<file path="src/isgo_regs.vh">
// constants of the initialization status and global override block
`ifndef ISGO_REGS_VH
`define ISGO_REGS_VH

// ----------------------------------------------------------------
// register map
// ----------------------------------------------------------------
`define ISGO_ADDR_W 4
`define ISGO_OFF_OPTIONS 4'h0
`define ISGO_OFF_CTRL 4'h1
`define ISGO_OFF_STATUS 4'h2
`define ISGO_OFF_INIT_LEN 4'h3
`define ISGO_OFF_USER_DATA 4'h4

// ----------------------------------------------------------------
// option bits
// ----------------------------------------------------------------
`define ISGO_OPT_USER_STARTUP_CLOCK_BIT 0
`define ISGO_OPT_DONE_BIT 1
`define ISGO_OPT_OE_BIT 2
`define ISGO_OPT_CLR_BIT 3
`define ISGO_OPT_W 4
`define ISGO_OPT_RST 4'h0

// ----------------------------------------------------------------
// control bits
// ----------------------------------------------------------------
`define ISGO_CTRL_FRAME_BIT 0
`define ISGO_CTRL_DATA_BIT 1

// ----------------------------------------------------------------
// timing and user I/O
// ----------------------------------------------------------------
`define ISGO_INIT_LEN_W 16
`define ISGO_INIT_LEN_RST 16'h0010
`define ISGO_USER_W 4
`define ISGO_USER_RST 4'h0

`endif

</file>
<file path="src/isgo_core.v">
// initialization sequencer with done status and global overrides
`timescale 1ns/10ps
`include "isgo_regs.vh"
`default_nettype none
module isgo_core (
    // clock, reset, enable
    input wire clock_i,
    input wire rst_n_i,
    input wire ce_i,
    // register port
    input wire [`ISGO_ADDR_W-1:0] addr_i,
    input wire [31:0] wdata_i,
    input wire wr_i,
    input wire rd_i,
    output reg [31:0] rdata_o,
    // configuration pins
    input wire configuration_request_n_i,
    input wire user_startup_clock_i,
    input wire global_output_enable_i,
    input wire global_register_clear_n_i,
    // done pin, open drain
    input wire init_done_i,
    output reg init_done_o,
    output reg init_done_oe_n_o,
    // user I/O pins
    input wire [`ISGO_USER_W-1:0] user_io_i,
    output reg [`ISGO_USER_W-1:0] user_io_o,
    output reg [`ISGO_USER_W-1:0] user_io_oe_n_o,
    output reg [`ISGO_OPT_W-1:0] pin_pullup_o,
    output reg user_mode_o
);
    // ----------------------------------------------------------------
    // state
    // ----------------------------------------------------------------
    localparam ST_IDLE = 2'b00;
    localparam ST_CONFIG = 2'b01;
    localparam ST_INIT = 2'b10;
    localparam ST_USER = 2'b11;

    reg [1:0] state_q;
    reg [1:0] state_d;
    reg [`ISGO_OPT_W-1:0] opt_q;
    reg [`ISGO_INIT_LEN_W-1:0] init_len_q;
    reg [`ISGO_INIT_LEN_W-1:0] cnt_q;
    reg [`ISGO_USER_W-1:0] user_data_q;
    reg [`ISGO_USER_W-1:0] user_reg_q;
    reg frame_loaded_q;
    reg cfg_done_q;
    reg inputs_q;
    wire opt_user_startup_clock;
    wire opt_done;
    wire opt_oe;
    wire opt_clr;
    wire tick_usr;
    wire tick;
    wire cfg_req;
    wire frame_wr;
    wire data_end_wr;
    wire dev_clear;
    wire io_enable;
    wire user_mode_d;

    assign opt_user_startup_clock = opt_q[`ISGO_OPT_USER_STARTUP_CLOCK_BIT];
    assign opt_done = opt_q[`ISGO_OPT_DONE_BIT];
    assign opt_oe = opt_q[`ISGO_OPT_OE_BIT];
    assign opt_clr = opt_q[`ISGO_OPT_CLR_BIT];
    assign cfg_req = ~configuration_request_n_i;
    assign frame_wr = wr_i && (addr_i == `ISGO_OFF_CTRL) && wdata_i[`ISGO_CTRL_FRAME_BIT];
    assign data_end_wr = wr_i && (addr_i == `ISGO_OFF_CTRL) && wdata_i[`ISGO_CTRL_DATA_BIT];
    // disabled override pins are ignored, acting as plain I/O
    assign dev_clear = opt_clr & ~global_register_clear_n_i;
    assign io_enable = ~(opt_oe & ~global_output_enable_i);
    // user mode starts only once the done pin is released
    assign user_mode_d = (state_d == ST_USER) && (state_q == ST_USER || !opt_done ||
        init_done_oe_n_o);

    // ----------------------------------------------------------------
    // start-up clock pacing
    // ----------------------------------------------------------------
    isgo_edge u_usr_edge (
        .clock_i(clock_i),
        .rst_n_i(rst_n_i),
        .ce_i(ce_i),
        .level_i(user_startup_clock_i),
        .rise_o(tick_usr)
    );
    assign tick = opt_user_startup_clock ? tick_usr : ce_i;

    // ----------------------------------------------------------------
    // sequencer
    // ----------------------------------------------------------------
    always @* begin
        state_d = state_q;
        case (state_q)
            ST_IDLE: begin
                if (!cfg_req) begin
                    state_d = ST_CONFIG;
                end
            end
            ST_CONFIG: begin
                if (cfg_done_q) begin
                    state_d = ST_INIT;
                end
            end
            ST_INIT: begin
                if (tick && cnt_q == init_len_q) begin
                    state_d = ST_USER;
                end
            end
            default: begin
                state_d = ST_USER;
            end
        endcase
        if (cfg_req) begin
            state_d = ST_IDLE;
        end
    end

    always @(posedge clock_i) begin
        if (!rst_n_i) begin
            state_q <= ST_IDLE;
            opt_q <= `ISGO_OPT_RST;
            init_len_q <= `ISGO_INIT_LEN_RST;
            cnt_q <= {`ISGO_INIT_LEN_W{1'b0}};
            frame_loaded_q <= 1'b0;
            cfg_done_q <= 1'b0;
            user_data_q <= `ISGO_USER_RST;
            user_reg_q <= `ISGO_USER_RST;
            inputs_q <= 1'b0;
        end else if (ce_i) begin
            state_q <= state_d;
            inputs_q <= init_done_i;
            if (state_q == ST_INIT) begin
                if (tick) begin
                    cnt_q <= cnt_q + 1'b1;
                end
            end else begin
                cnt_q <= {`ISGO_INIT_LEN_W{1'b0}};
            end
            if (state_q == ST_IDLE) begin
                frame_loaded_q <= 1'b0;
                cfg_done_q <= 1'b0;
            end else if (state_q == ST_CONFIG) begin
                if (frame_wr) begin
                    frame_loaded_q <= 1'b1;
                end
                if (data_end_wr && (frame_loaded_q || frame_wr)) begin
                    cfg_done_q <= 1'b1;
                end
            end
            // options are written only in configuration, before the first frame is loaded
            if (wr_i && addr_i == `ISGO_OFF_OPTIONS && state_q == ST_CONFIG && !frame_loaded_q) begin
                opt_q <= wdata_i[`ISGO_OPT_W-1:0];
            end
            if (wr_i && addr_i == `ISGO_OFF_INIT_LEN) begin
                init_len_q <= wdata_i[`ISGO_INIT_LEN_W-1:0];
            end
            if (dev_clear) begin
                user_data_q <= `ISGO_USER_RST;
            end else if (wr_i && addr_i == `ISGO_OFF_USER_DATA) begin
                user_data_q <= wdata_i[`ISGO_USER_W-1:0];
            end
            if (dev_clear) begin
                user_reg_q <= `ISGO_USER_RST;
            end else if (state_q == ST_USER) begin
                user_reg_q <= user_data_q;
            end
        end
    end

    // ----------------------------------------------------------------
    // pins
    // ----------------------------------------------------------------
    always @(posedge clock_i) begin
        if (!rst_n_i) begin
            init_done_o <= 1'b0;
            init_done_oe_n_o <= 1'b1;
            user_io_o <= `ISGO_USER_RST;
            user_io_oe_n_o <= {`ISGO_USER_W{1'b1}};
            pin_pullup_o <= {`ISGO_OPT_W{1'b1}};
            user_mode_o <= 1'b0;
        end else if (ce_i) begin
            init_done_o <= 1'b0;
            // float until a frame is loaded with the done option set, pull low until init ends
            if (cfg_req || state_d == ST_IDLE || state_d == ST_USER) begin
                init_done_oe_n_o <= 1'b1;
            end else begin
                init_done_oe_n_o <= ~(opt_done && (frame_loaded_q || frame_wr));
            end
            user_mode_o <= user_mode_d;
            // disabled option pins: weak pull-up during configuration
            if (!user_mode_d) begin
                pin_pullup_o <= ~opt_q;
                user_io_oe_n_o <= {`ISGO_USER_W{1'b1}};
            end else begin
                pin_pullup_o <= {`ISGO_OPT_W{1'b0}};
                user_io_oe_n_o <= {`ISGO_USER_W{~io_enable}};
            end
            user_io_o <= dev_clear ? `ISGO_USER_RST : user_reg_q;
        end
    end

    // ----------------------------------------------------------------
    // read port
    // ----------------------------------------------------------------
    always @(posedge clock_i) begin
        if (!rst_n_i) begin
            rdata_o <= 32'h00000000;
        end else if (ce_i) begin
            if (!rd_i) begin
                rdata_o <= 32'h00000000;
            end else if (addr_i == `ISGO_OFF_OPTIONS) begin
                rdata_o <= {28'h0000000, opt_q};
            end else if (addr_i == `ISGO_OFF_STATUS) begin
                rdata_o <= {22'h000000, user_io_i, inputs_q, global_register_clear_n_i,
                    global_output_enable_i, frame_loaded_q, state_q};
            end else if (addr_i == `ISGO_OFF_INIT_LEN) begin
                rdata_o <= {16'h0000, init_len_q};
            end else if (addr_i == `ISGO_OFF_USER_DATA) begin
                rdata_o <= {28'h0000000, user_data_q};
            end else begin
                rdata_o <= 32'h00000000;
            end
        end
    end
endmodule
`default_nettype wire

</file>
<file path="src/isgo_edge.v">
// rising edge detector for one input level
`timescale 1ns/10ps
`default_nettype none
module isgo_edge (
    // clock and reset
    input wire clock_i,
    input wire rst_n_i,
    input wire ce_i,
    // level in, edge out
    input wire level_i,
    output wire rise_o
);
    reg last_q;
    always @(posedge clock_i) begin
        if (!rst_n_i) begin
            last_q <= 1'b0;
        end else if (ce_i) begin
            last_q <= level_i;
        end
    end
    assign rise_o = ce_i & level_i & ~last_q;
endmodule
`default_nettype wire

</file>
<file path="config.mk">
export PLATFORM = sky130hd
export DESIGN_NAME = isgo_core
export DESIGN_NICKNAME = d
export VERILOG_FILES = /design/src/isgo_core.v /design/src/isgo_edge.v
export VERILOG_INCLUDE_DIRS = /design/src
export SDC_FILE = /design/constraint.sdc
export NUM_CORES = 1
export LEC_CHECK = 0
export BUFFER_PORTS_ARGS = -buffer_cell sky130_fd_sc_hd__buf_4
export CORE_AREA = 8 8 89 91
export CTS_CLUSTER_SIZE = 20
export DETAILED_ROUTE_END_ITERATION = 10
export DIE_AREA = 0 0 97 99
export HOLD_SLACK_MARGIN = 0.1
export PLACE_DENSITY = 0.86
export RECOVER_POWER = 50
export SLEW_MARGIN = 5
export SYNTH_ARGS = -nofsm -noshare
export SYNTH_HDL_FRONTEND = slang
export SYNTH_SLANG_ARGS = --single-unit
</file>
<file path="constraint.sdc">
create_clock -name clock_i -period 4.4 [get_ports clock_i]
set_input_delay 0.22 -clock clock_i [delete_from_list [all_inputs] [get_ports clock_i]]
set_output_delay 0.22 -clock clock_i [all_outputs]
set_load 0.05 [all_outputs]
</file>
== Yosys cells after proc, flatten, opt, wreduce, memory -nomap -nowiden ==
Index checks and enable logic that the tools add are counted.
Storage, ports and cells
  register bits: 96
  input bits: 50
Operators by class
  $add $sub $neg: 1
  eq/ne operators: 10
  mux-type cells: 26
  bitwise logic cells: 10
  reduce and logical (&&, ||, !) cells: 34
Operators with widths (number)
  16-bit two-way mux: 6
  4-bit two-way mux: 8
  16-bit by 1-bit adder with 16-bit output, second input constant: 1
  16-bit equality test: 1
  1-bit logical AND: 12
  2-bit AND reduction: 5
  2-bit nonzero test: 5
  4-bit by 2-bit equality test with 1-bit output, second input constant: 2
  1-bit two-way mux: 8
  2-bit equality test, second input constant: 3
  2-bit two-way mux: 3
  2-bit case mux with 3 select lines: 1
  3-bit AND reduction: 2
  1-bit logical OR: 5
  1-bit NOT: 5
  1-bit bitwise AND: 4
  4-bit by 1-bit equality test with 1-bit output, second input constant: 1
  4-bit by 3-bit equality test with 1-bit output, second input constant: 1
  2-bit logical NOT: 2
  4-bit logical NOT: 1
  4-bit NOT: 1
  2-bit by 1-bit equality test with 1-bit output, second input constant: 1
  1-bit logical NOT: 2
  2-bit inequality test, second input constant: 1

== Depth between registers and ports, before layout ==
Gate-level depths: netlist of run 1.
  word-level depth: 11
  gate-level depth with buffers: 7
  mapped depth without buffers: 6

== By module ==
A second synthesis of run 1 with hierarchy kept.
Second synthesis, totals
  cell total of the unflattened synthesis: 440
  area total of the unflattened synthesis: 3801.1 sq um
By module, submodules not included
  isgo_core: times used 1, cells each 435, area an instance 3759.9 sq um
  isgo_edge: times used 1, cells each 5, area an instance 41.3 sq um

== Least setup slack after synthesis of run 1 ==
OpenSTA, ideal clock, no wires.
  kind: flip-flop to flip-flop
  start: reg init_done_oe_n_o
  end: reg pin_pullup_o[0]
  library setup time: 0.125 ns
  arrival time: 1.416 ns
  data required time: 4.275 ns
  setup slack: 2.859 ns
  cell stages (with the launch flop): 6
  cells stage by stage: dfxtp_1 nor2b_1 o21bai_1 nand2_1 a221oi_2 o21ai_1
Between the ends
  cells in the longest elaborated chain, start to end: 3
Ends and longest elaborated chain
  start: declaration: RTL line isgo_core.v:24  | output reg init_done_oe_n_o,
  start signal: assignment: RTL line isgo_core.v:188  | init_done_oe_n_o <= ~(opt_done && (frame_loaded_q || frame_wr));
  1-bit logical OR: RTL line isgo_core.v:74  | assign user_mode_d = (state_d == ST_USER) && (state_q == ST_USER || !opt_done ||
  1-bit logical AND: RTL line isgo_core.v:74
  4-bit two-way mux: RTL line isgo_core.v:192  | if (!user_mode_d) begin
  end signal: assignment: RTL line isgo_core.v:180  | pin_pullup_o <= {`ISGO_OPT_W{1'b1}};
  end signal: assignment: RTL line isgo_core.v:193  | pin_pullup_o <= ~opt_q;
  end signal: assignment: RTL line isgo_core.v:196  | pin_pullup_o <= {`ISGO_OPT_W{1'b0}};
  end: declaration: RTL line isgo_core.v:29  | output reg [`ISGO_OPT_W-1:0] pin_pullup_o,
No other way between the ends.
A chain may end at the register's enable or synchronous reset.

==> impl_metrics.toml, run 1 <==
[synthesis]
synth_largest_area_cell = "dfxtp_1"
synthSimpleGateAreaFrac_pct = 20.8
seq_area_frac_synth_pct = 42.3
syn_area_per_cell_sq_um = 8.95
ys_ff_latch = 77
yosysUniqueCellTypes = 56
synth_flop_cell = "dfxtp_1"
muxShareOfSynthArea_pct = 7.97
netlist_top_cells_count = "dfxtp_1 (77), nor2_1 (57), nand2_1 (30), mux2i_1 (29)"
synth_top_family_by_area = "simple AND/OR/NAND/NOR gates"
async_flop_share_pct = 0
synthCells = 407
ys_warn_count = 0
synthAdderAreaFrac_pct = 0.343
yosysMostFrequentCell = "dfxtp_1"
synth_xor_area_share_pct = 5.05
netlist.area_leader.share_pct = 42.3
synth_edf_count = 0
synthTopCellsByArea = "dfxtp_1 (42%), mux2i_1 (8.0%), nor2_1 (5.9%), xor2_1 (4.3%), buf_4 (4.1%)"
syn_area_sq_mm = 0.00364
synth_compound_area_share_pct = 16.3

[placed_design]
portBuffers = 63
place_congestion = 0.934
place_area_sq_mm = 0.00405
post-dp-hpwl_mm = 6.70

[routing]
highest-signal-layer = "met4"
num_vias = 3214
via_per_inst = 5.78
postRouteAntennaNets = 0
wire_per_inst_um = 16.6
met1Wirelength_mm = 3.71
drc_errors = 0
met2_wirelength_mm = 4.64
wl_met3_um = 615
dr.pass1.iters = 5
drt-initial-drc-count = 159
wirelength_mm = 9.25

[run_status]
status = "complete, but fails checks"
violations = "capacitance limit, slew limit"

[timing]
fin_crit_ns = 2.71
finalSetupTns_ns = 0
fin_worst_skew_ns = 0.0127
max_slew_margin_pct = -29.8
rsz0062_at_grt = "no"
hold_ws_ns = 0.107
tightest_slew_ns = 1.95
setup_viol = 0
max_freq_mhz = 369
finalHoldViolations = 0
post-route-period-util_pct = 61.6
final_max_slew_viol_count = 44

[clock_tree]
ctsResizeCount = 0
root_buffer = "clkbuf_8"
clockBufferDepth = 2
cts_tree = "yes"
path_clk_slew_ns = 0.08
insertion_delay_ns = 0.37
post-cts-setup-buffers = 0
cts_sinks = 77
cts_buffers = 9
cts_max_level = 3

[floorplanning]
start_util_pct = 55.5
die_h_um = 99
fp.dieArea_sq_mm = 0.00960
core_area_sq_mm = 0.00657
die_w_um = 97
ioPinCount = 97
num_rows = 30

[global_routing]
grt_pass1_vias = 3218
grt_max_degree = 44
antenna_found_initial = 0
grt_pass1_wl_mm = 15.3
overflow = 0
grt_usage_pct = 19.4

[worst_setup_path]
path_class = "in2reg"
worstPathRequired_ns = 4.65
cp_max_fo = 43
arrival_ns = 2.96
cp-start-kind = "primary input"
rr_startpoint = "state_q[1]"
startpoint = "rst_n_i"
reg2reg_slack_ns = 2.63
worstSetupEndpointType = "flip-flop"

[cells_and_area]
fill_cells = 592
design_area_sq_mm = 0.00419
fin_nets = 522
diodes = 0
area_growth_pct = 15.1
drive_above_1_share_pct = 12.6

[power]
p_per_area_mw_per_mm2 = 318
peakVddDrop_v = 0.000259
power.leakage_nw = 1.61

[flow_run]
drv_cap = 1

[hold_path]
min_from = "init_done_i"
hp-class = "in2reg"
## layout make-up
class / count / area [sq um] / area share (%)
multi-input cells: 306 / 1900 / 45.4
flip-flops and latches: 77 / 1540 / 36.8
repair buffers: 73 / 448 / 10.7
clock buffers: 11 / 151 / 3.61
well taps: 80 / 100 / 2.39
clock inverters: 5 / 35.0 / 0.835
inverters: 4 / 15.0 / 0.358
## through the flow
stage | utilization, % | power [mW] | setup WS [ns] | cells
3_3_place_gp | 61.6 | 0.846 | 2.69 | 532
4_1_cts | 65.7 | 1.34 | 2.63 | 556
6_report | 63.8 | 1.34 | 1.69 | 556
2_1_floorplan | - | 0.816 | 2.86 | 423
5_1_grt | 63.8 | 1.38 | 1.38 | 556
3_5_place_dp | 61.6 | 0.848 | 2.64 | 532
## final timing paths
check | endpoint | cells after the start
worst max-delay path | cnt_q[4] | 7
worst min-delay path | inputs_q | 3
worst max register to register | pin_pullup_o[0] | 5
worst min register to register | rdata_o[1] | 2
## metal layers
layer  global-route usage, %  up-vias
li1                        -     1546
met1                    20.7     1516
met2                    33.0      127
met3                    5.88       25
met4                    11.7        0
met5                       0        -
## state kept, by name (all words and copies together), names as in the netlist
| register | count |
|---|---|
| cfg_done_q | 1 |
| cnt_q | 16 |
| frame_loaded_q | 1 |
| init_done_oe_n_o | 1 |
| init_len_q | 16 |
| inputs_q | 1 |
| opt_q | 4 |
| pin_pullup_o | 4 |
| rdata_o | 16 |
| state_q | 2 |
| u_usr_edge.last_q | 1 |
| user_data_q | 4 |
| user_io_o | 4 |
| user_io_oe_n_o | 1 |
| user_mode_o | 1 |
| user_reg_q | 4 |
## power by group
part           internal [mW]  switching [mW]
logic                 0.0407          0.0889
clock network          0.235           0.265
registers              0.701         0.00469
total                  0.977           0.358
## worst max-delay path: stages
cell and delay, ns:
clkbuf_1 0.27, clkinv_1 0.10, clkbuf_1 1.40, nor2_1 0.31
buf_4 0.34, nor2_1 0.23, nor2_1 0.09
## placed cells by master, fill, tap and decap left out, drive strengths merged, types with 4 or more instances in the layout
master	netlist	final
nor2	58	58
nor2b	6	6
nand2	30	30
and3	7	7
conb	1	17
dlygate4sd3	0	8
a31oi	5	5
and2	4	4
clkbuf	10	43
a22o	11	11
nand4	6	6
nand2b	4	4
a21oi	20	20
xor2	18	18
buf	26	33
a22oi	9	9
dfxtp	77	77
mux2i	29	29
nor3	5	5
nand3	17	17
nor4	5	5
clkinv	1	5
o21ai	24	24
## what timing repair did
action                                  in CTS  in global routing
endpoints found under the setup margin       0                  0
hold buffers                                 8                  0
hold endpoints to repair                     8                  0
## logic make-up (layout without fill, tap and decap cells)
group           after synthesis  after routing
xor+xnor                     21             21
flops                        77             77
other cells                   1             17
mux                          29             29
buf+inv                      40             93
compound gates               88             88
fa+ha+maj                     1              1
simple gates                150            150
Power figures use the tool's default switching activity.
==> run 2: changes to the inputs <==
--- a/config.mk
+++ b/config.mk
@@ -6,13 +6,14 @@
 export SDC_FILE = /design/constraint.sdc
 export NUM_CORES = 1
 export LEC_CHECK = 0
+export ABC_AREA = 1
 export BUFFER_PORTS_ARGS = -buffer_cell sky130_fd_sc_hd__buf_4
-export CORE_AREA = 8 8 89 91
+export CORE_AREA = 8 8 98 100
 export CTS_CLUSTER_SIZE = 20
 export DETAILED_ROUTE_END_ITERATION = 10
-export DIE_AREA = 0 0 97 99
+export DIE_AREA = 0 0 106 108
 export HOLD_SLACK_MARGIN = 0.1
-export PLACE_DENSITY = 0.86
+export PLACE_DENSITY = 0.77
 export RECOVER_POWER = 50
 export SLEW_MARGIN = 5
 export SYNTH_ARGS = -nofsm -noshare
==> constraint.sdc (replaced) <==
create_clock -name clock_i -period 2.44 [get_ports clock_i]
set_input_delay 0.122 -clock clock_i [delete_from_list [all_inputs] [get_ports clock_i]]
set_output_delay 0.122 -clock clock_i [all_outputs]
set_load 0.05 [all_outputs]
==> impl_metrics.toml, run 2 <==
[synthesis]
ys_ff_latch = 77
synthCells = 533
ys_warn_count = 0
synth_largest_area_cell = "dfxtp_1"
netlist_top_cells_count = "nand2_1 (147), dfxtp_1 (77), inv_1 (45), a21oi_1 (44), nor2_1 (37)"
async_flop_share_pct = 0
yosysMostFrequentCell = "nand2_1"
synthTopCellsByArea = "dfxtp_1 (41%), nand2_1 (15%), a21oi_1 (5.9%), inv_1 (4.5%), o21ai_1 (4.3%)"
yosysUniqueCellTypes = 41
synth_edf_count = 0
synth_flop_cell = "dfxtp_1"
seq_area_frac_synth_pct = 41.0
netlist.area_leader.share_pct = 41.0
syn_area_sq_mm = 0.00376
syn_area_per_cell_sq_um = 7.06

[timing]
finalHoldViolations = 0
max_freq_mhz = 567
final_max_slew_viol_count = 0
fin_crit_ns = 1.76
setup_viol = 0
rsz0062_at_grt = "no"
hold_ws_ns = 0.132
fin_worst_skew_ns = 0.00675
tightest_slew_ns = 0.815
max_slew_margin_pct = 45.6
finalSetupTns_ns = 0
post-route-period-util_pct = 72.3

[global_routing]
grt_pass1_wl_mm = 16.9
grt_max_degree = 30
antenna_found_initial = 1
overflow = 0
grt_usage_pct = 18.4
grt_pass1_vias = 3473

[clock_tree]
cts_tree = "yes"
ctsResizeCount = 0
cts_buffers = 9
clockBufferDepth = 2
insertion_delay_ns = 0.36
cts_sinks = 77
post-cts-setup-buffers = 0
cts_hold_buf = 23
path_clk_slew_ns = 0.08
cts_max_level = 3
root_buffer = "clkbuf_8"

[placed_design]
place_congestion = 0.921
post-dp-hpwl_mm = 7.51
portBuffers = 63

[cells_and_area]
reg.largest.list = "cnt_q: 16 flops, init_len_q: 16 flops, rdata_o: 16 flops"
multiInputGateArea_sq_mm = 0.00179
fin_util_pct = 56.0
mostFrequentLayoutCells = "nand2_1 (150), dfxtp_1 (77), inv_1 (49), a21oi_1 (44), nor2_1 (39)"
regArea_sq_mm = 0.00154
layout_commonest_cell = "nand2_1"
area_growth_pct = 19.7
fill_cells = 800
drive_above_1_share_pct = 13.2
fin_nets = 667

[power]
p_seq_share_pct = 50.2
pwr-share-clk_pct = 38.0
p_int_mw = 1.84
peakVddDrop_v = 0.000262
power.leakage_nw = 1.82
p_total_mw = 2.55
p_comb_share_pct = 11.8
swShare_pct = 28.1
p_per_area_mw_per_mm2 = 567
switching_power_uw = 717

[floorplanning]
start_util_pct = 46.7
fp.dieArea_sq_mm = 0.0114
die_h_um = 108
die_w_um = 106
core_area_sq_mm = 0.00805
ioPinCount = 97
num_rows = 33

[worst_setup_path]
crit_path_max_incr_delay_ns = 0.43
crit_family = "simple AND/OR/NAND/NOR gates"
path_buf_inv = 3
worstSetupEndpointType = "flip-flop"
path_class = "in2reg"
crit_chain = "buf_4 > nor2_2 > inv_2 > nor2_4 > nand2_1 > nor2_1 > inv_1 > o21ai_0 > a21oi_1"
cp_max_fo = 28
worstPathRequired_ns = 2.66
cp-start-kind = "primary input"
arrival_ns = 1.99
cpMaxStageDelayCell = "inv_1"

[routing]
postRouteAntennaNets = 0
drt-initial-drc-count = 245
dr.pass1.iters = 5
wirelength_mm = 10.4
wire_per_inst_um = 14.3
drc_errors = 0
num_vias = 3757
via_per_inst = 5.17

[hold_path]
hp-class = "in2reg"

[run_status]
status = "complete, no violations"

[flow_run]
drv_cap = 0
==> run 2: cell families after synthesis <==
| group | share of synthesized area, % |
|---|---|
| AND/OR/NAND/NOR | 27.7 |
| flip-flops | 41.0 |
| AO/OA/AOI/OAI | 18.4 |
| adder cells (fa/ha/maj) | 0.332 |
| XOR/XNOR | 0.233 |
| other | 0.0996 |
| buffers and inverters | 12.4 |
==> run 2: layout make-up <==
class | count | area share [%]
clock inverters | 6 | 1.42
multi-input cells | 377 | 39.8
well taps | 105 | 2.92
inverters | 63 | 5.30
clock buffers | 10 | 2.83
flip-flops and latches | 77 | 34.2
diodes | 1 | 0.0555
repair buffers | 88 | 13.4
==> run 2: power by group through the flow <==
stage	Combinational, mW	Sequential [mW]	Clock (mW)
2_1_floorplan	0.192	1.33	0
3_3_place_gp	0.277	1.31	0
3_5_place_dp	0.280	1.31	0
4_1_cts	0.310	1.28	0.986
5_1_grt	0.326	1.28	1.02
6_report	0.302	1.28	0.969
==> run 2: final timing paths <==
path / startpoint / end / slack [ns] / cells after the start
max: addr_i[2] / init_len_q[1] / 0.68 / 9
min: global_register_clear_n_i / rdata_o[4] / 0.13 / 4
max reg2reg: cnt_q[1] / cnt_q[14] / 0.77 / 8
min reg2reg: rdata_o[10] / rdata_o[10] / 0.46 / 2
==> run 2: per-layer routing <==
metal	global-route usage, %	up-vias	wire length (um)
li1	-	1873	-
met1	23.8	1716	4620
met2	28.0	146	4720
met3	5.00	22	824
met4	9.05	0	245
met5	0	-	0
==> run 2: stage by stage <==
step                      cell area, sq um  setup WS [ns]  instances
final                                 4510          0.675        727
after global routing                  4510          0.501        727
after CTS                             4640          0.776        726
after detailed placement              4220          0.753        687
after global placement                4220          0.786        687
after floorplan                       3820           1.06        549
==> run 2: worst min-delay path, stage by stage <==
cell and delay [ns]:
buf_4 0.11, nand2_1 0.05, o21ai_1 0.07, a22o_1 0.12
==> run 3: changes to the inputs <==
==> constraint.sdc (replaced) <==
create_clock -name clock_i -period 1.5 [get_ports clock_i]
set_input_delay 0.075 -clock clock_i [delete_from_list [all_inputs] [get_ports clock_i]]
set_output_delay 0.075 -clock clock_i [all_outputs]
set_load 0.05 [all_outputs]
==> impl_metrics.toml, run 3 (synthesis results as in run 2) <==
[placed_design]
place_congestion = 0.982
portBuffers = 63
post-dp-hpwl_mm = 7.68
place_inst = 708

[cells_and_area]
diodes = 0
reg.largest.list = "cnt_q: 16 flops, init_len_q: 16 flops, rdata_o: 16 flops"
fin_util_pct = 59.8
multiInputGateArea_sq_mm = 0.00189
mostFrequentLayoutCells = "nand2_1 (142), dfxtp_1 (64), buf_4 (55), inv_1 (45), a21oi_1 (43)"
fill_cells = 756
regArea_sq_mm = 0.00156
layout_commonest_cell = "nand2_1"
fin_nets = 693
drive_above_1_share_pct = 22.1
area_growth_pct = 27.9
final_cell_count_no_fill = 752

[timing]
tightest_slew_ns = 0.616
finalHoldViolations = 0
setup_ws_ns = -0.0233
final_max_slew_viol_count = 0
fin_worst_skew_ns = 0.0147
fin_crit_ns = 1.52
setup_viol = 2
rsz0062_at_grt = "yes"
max_slew_margin_pct = 59.1
post-route-period-util_pct = 102
finalSetupTns_ns = -0.0258
max_freq_mhz = 656

[clock_tree]
path_clk_slew_ns = 0.09
clockBufferDepth = 2
root_buffer = "clkbuf_8"
insertion_delay_ns = 0.36
cts_tree = "yes"
cts_buffers = 9
cts_max_level = 3
cts_sinks = 77

[floorplanning]
num_rows = 33
start_util_pct = 46.7
fp.dieArea_sq_mm = 0.0114
die_w_um = 106
core_area_sq_mm = 0.00805
ioPinCount = 97
die_h_um = 108

[global_routing]
grt_usage_pct = 18.5
grt_pass1_vias = 3685
grt_pass1_wl_mm = 17.3
grt_max_degree = 29
overflow = 0
antenna_found_initial = 0

[power]
p_comb_share_pct = 13.4
swShare_pct = 29.2
power.leakage_nw = 2.00
switching_power_mw = 1.20
p_total_mw = 4.11
p_seq_share_pct = 50.7
p_int_mw = 2.91
peakVddDrop_v = 0.000404
p_per_area_mw_per_mm2 = 854
pwr-share-clk_pct = 35.9

[routing]
via_per_inst = 5.13
postRouteAntennaNets = 0
num_vias = 3857
wirelength_mm = 10.7
drc_errors = 0
drt-initial-drc-count = 275
dr.pass1.iters = 6
wire_per_inst_um = 14.3

[worst_setup_path]
worstSetupEndpointType = "flip-flop"
cp_max_fo = 6
path_class = "reg2reg"
reg2reg_slack_ns = -0.02
worstPathRequired_ns = 1.79
arrival_ns = 1.81
cp-start-kind = "flip-flop"

[run_status]
violations = "setup timing"
status = "complete, but fails checks"

[flow_run]
drv_cap = 0

[hold_path]
hp-class = "in2reg"
run 3: cell count changes in the layout (fill, tap and decap cells not counted), moves of 5 or more:
cell,delta
nor2_1,-6
buf_4,+22
dfxtp_2,+13
dfxtp_1,-13
nand2_1,-8
nand2_2,+5
run 3: worst max-delay path, cell delays in order, from the launching register on:
cell and delay, ns:
dfxtp_1 0.45, inv_1 0.06, nand2_1 0.06, nand4_1 0.11
nor2_1 0.17, nand3_1 0.15, nand2_2 0.16, buf_6 0.12
nand2_4 0.04, a21oi_2 0.14
run 3: final timing paths:
check,endpoint,start,cells past startpoint
worst max-delay path,init_done_oe_n_o,cnt_q[10],9
worst max register to register,init_done_oe_n_o,cnt_q[10],9
worst min register to register,user_mode_o,user_mode_o,2
worst min-delay path,rdata_o[13],addr_i[0],3
run 3: power groups by stage:
stage	sequential [mW]	clock, mW	combinational [mW]
4_1_cts	2.08	1.48	0.545
3_3_place_gp	2.13	0	0.484
3_5_place_dp	2.13	0	0.490
5_1_grt	2.09	1.58	0.593
6_report	2.08	1.48	0.552
2_1_floorplan	2.16	0	0.313
run 3: what timing repair did:
action | 4_1_cts | 5_1_grt
buffers inserted | 0 | 2
hold buffers | 26 | 0
pin swaps | 0 | 11
endpoints found under the setup margin | 2 | 17
resized for setup | 2 | 37
endpoints found under the hold margin | 35 | 0
run 3: area by class of cell:
type,instances,share of cell area [%]
inverters,63,5.02
clock inverters,6,0.962
well taps,105,2.73
clock buffers,10,2.86
repair buffers,114,16.8
flip-flops and latches,77,32.4
multi-input cells,377,39.3
run 3: metrics by stage:
| step | setup slack (ns) | hold slack (ns) | cell area [sq um] |
|---|---|---|---|
| after floorplan | 0.120 | 0.188 | 3820 |
| after global placement | 0.0319 | 0.282 | 4370 |
| after detailed placement | -0.0239 | 0.289 | 4370 |
| after CTS | 0.0140 | 0.157 | 4820 |
| after global routing | -0.107 | 0.159 | 4810 |
| final | -0.0233 | 0.153 | 4810 |
run 3: layer usage:
| metal | vias to the layer above | part of all wire (%) | track usage, % |
|---|---|---|---|
| met2 | 140 | 46 | 30.2 |
| met3 | 20 | 7.4 | 4.58 |
| met4 | 0 | 1.6 | 6.33 |
| li1 | 1916 | - | - |
| met5 | - | 0 | 0 |
| met1 | 1781 | 45 | 23.6 |
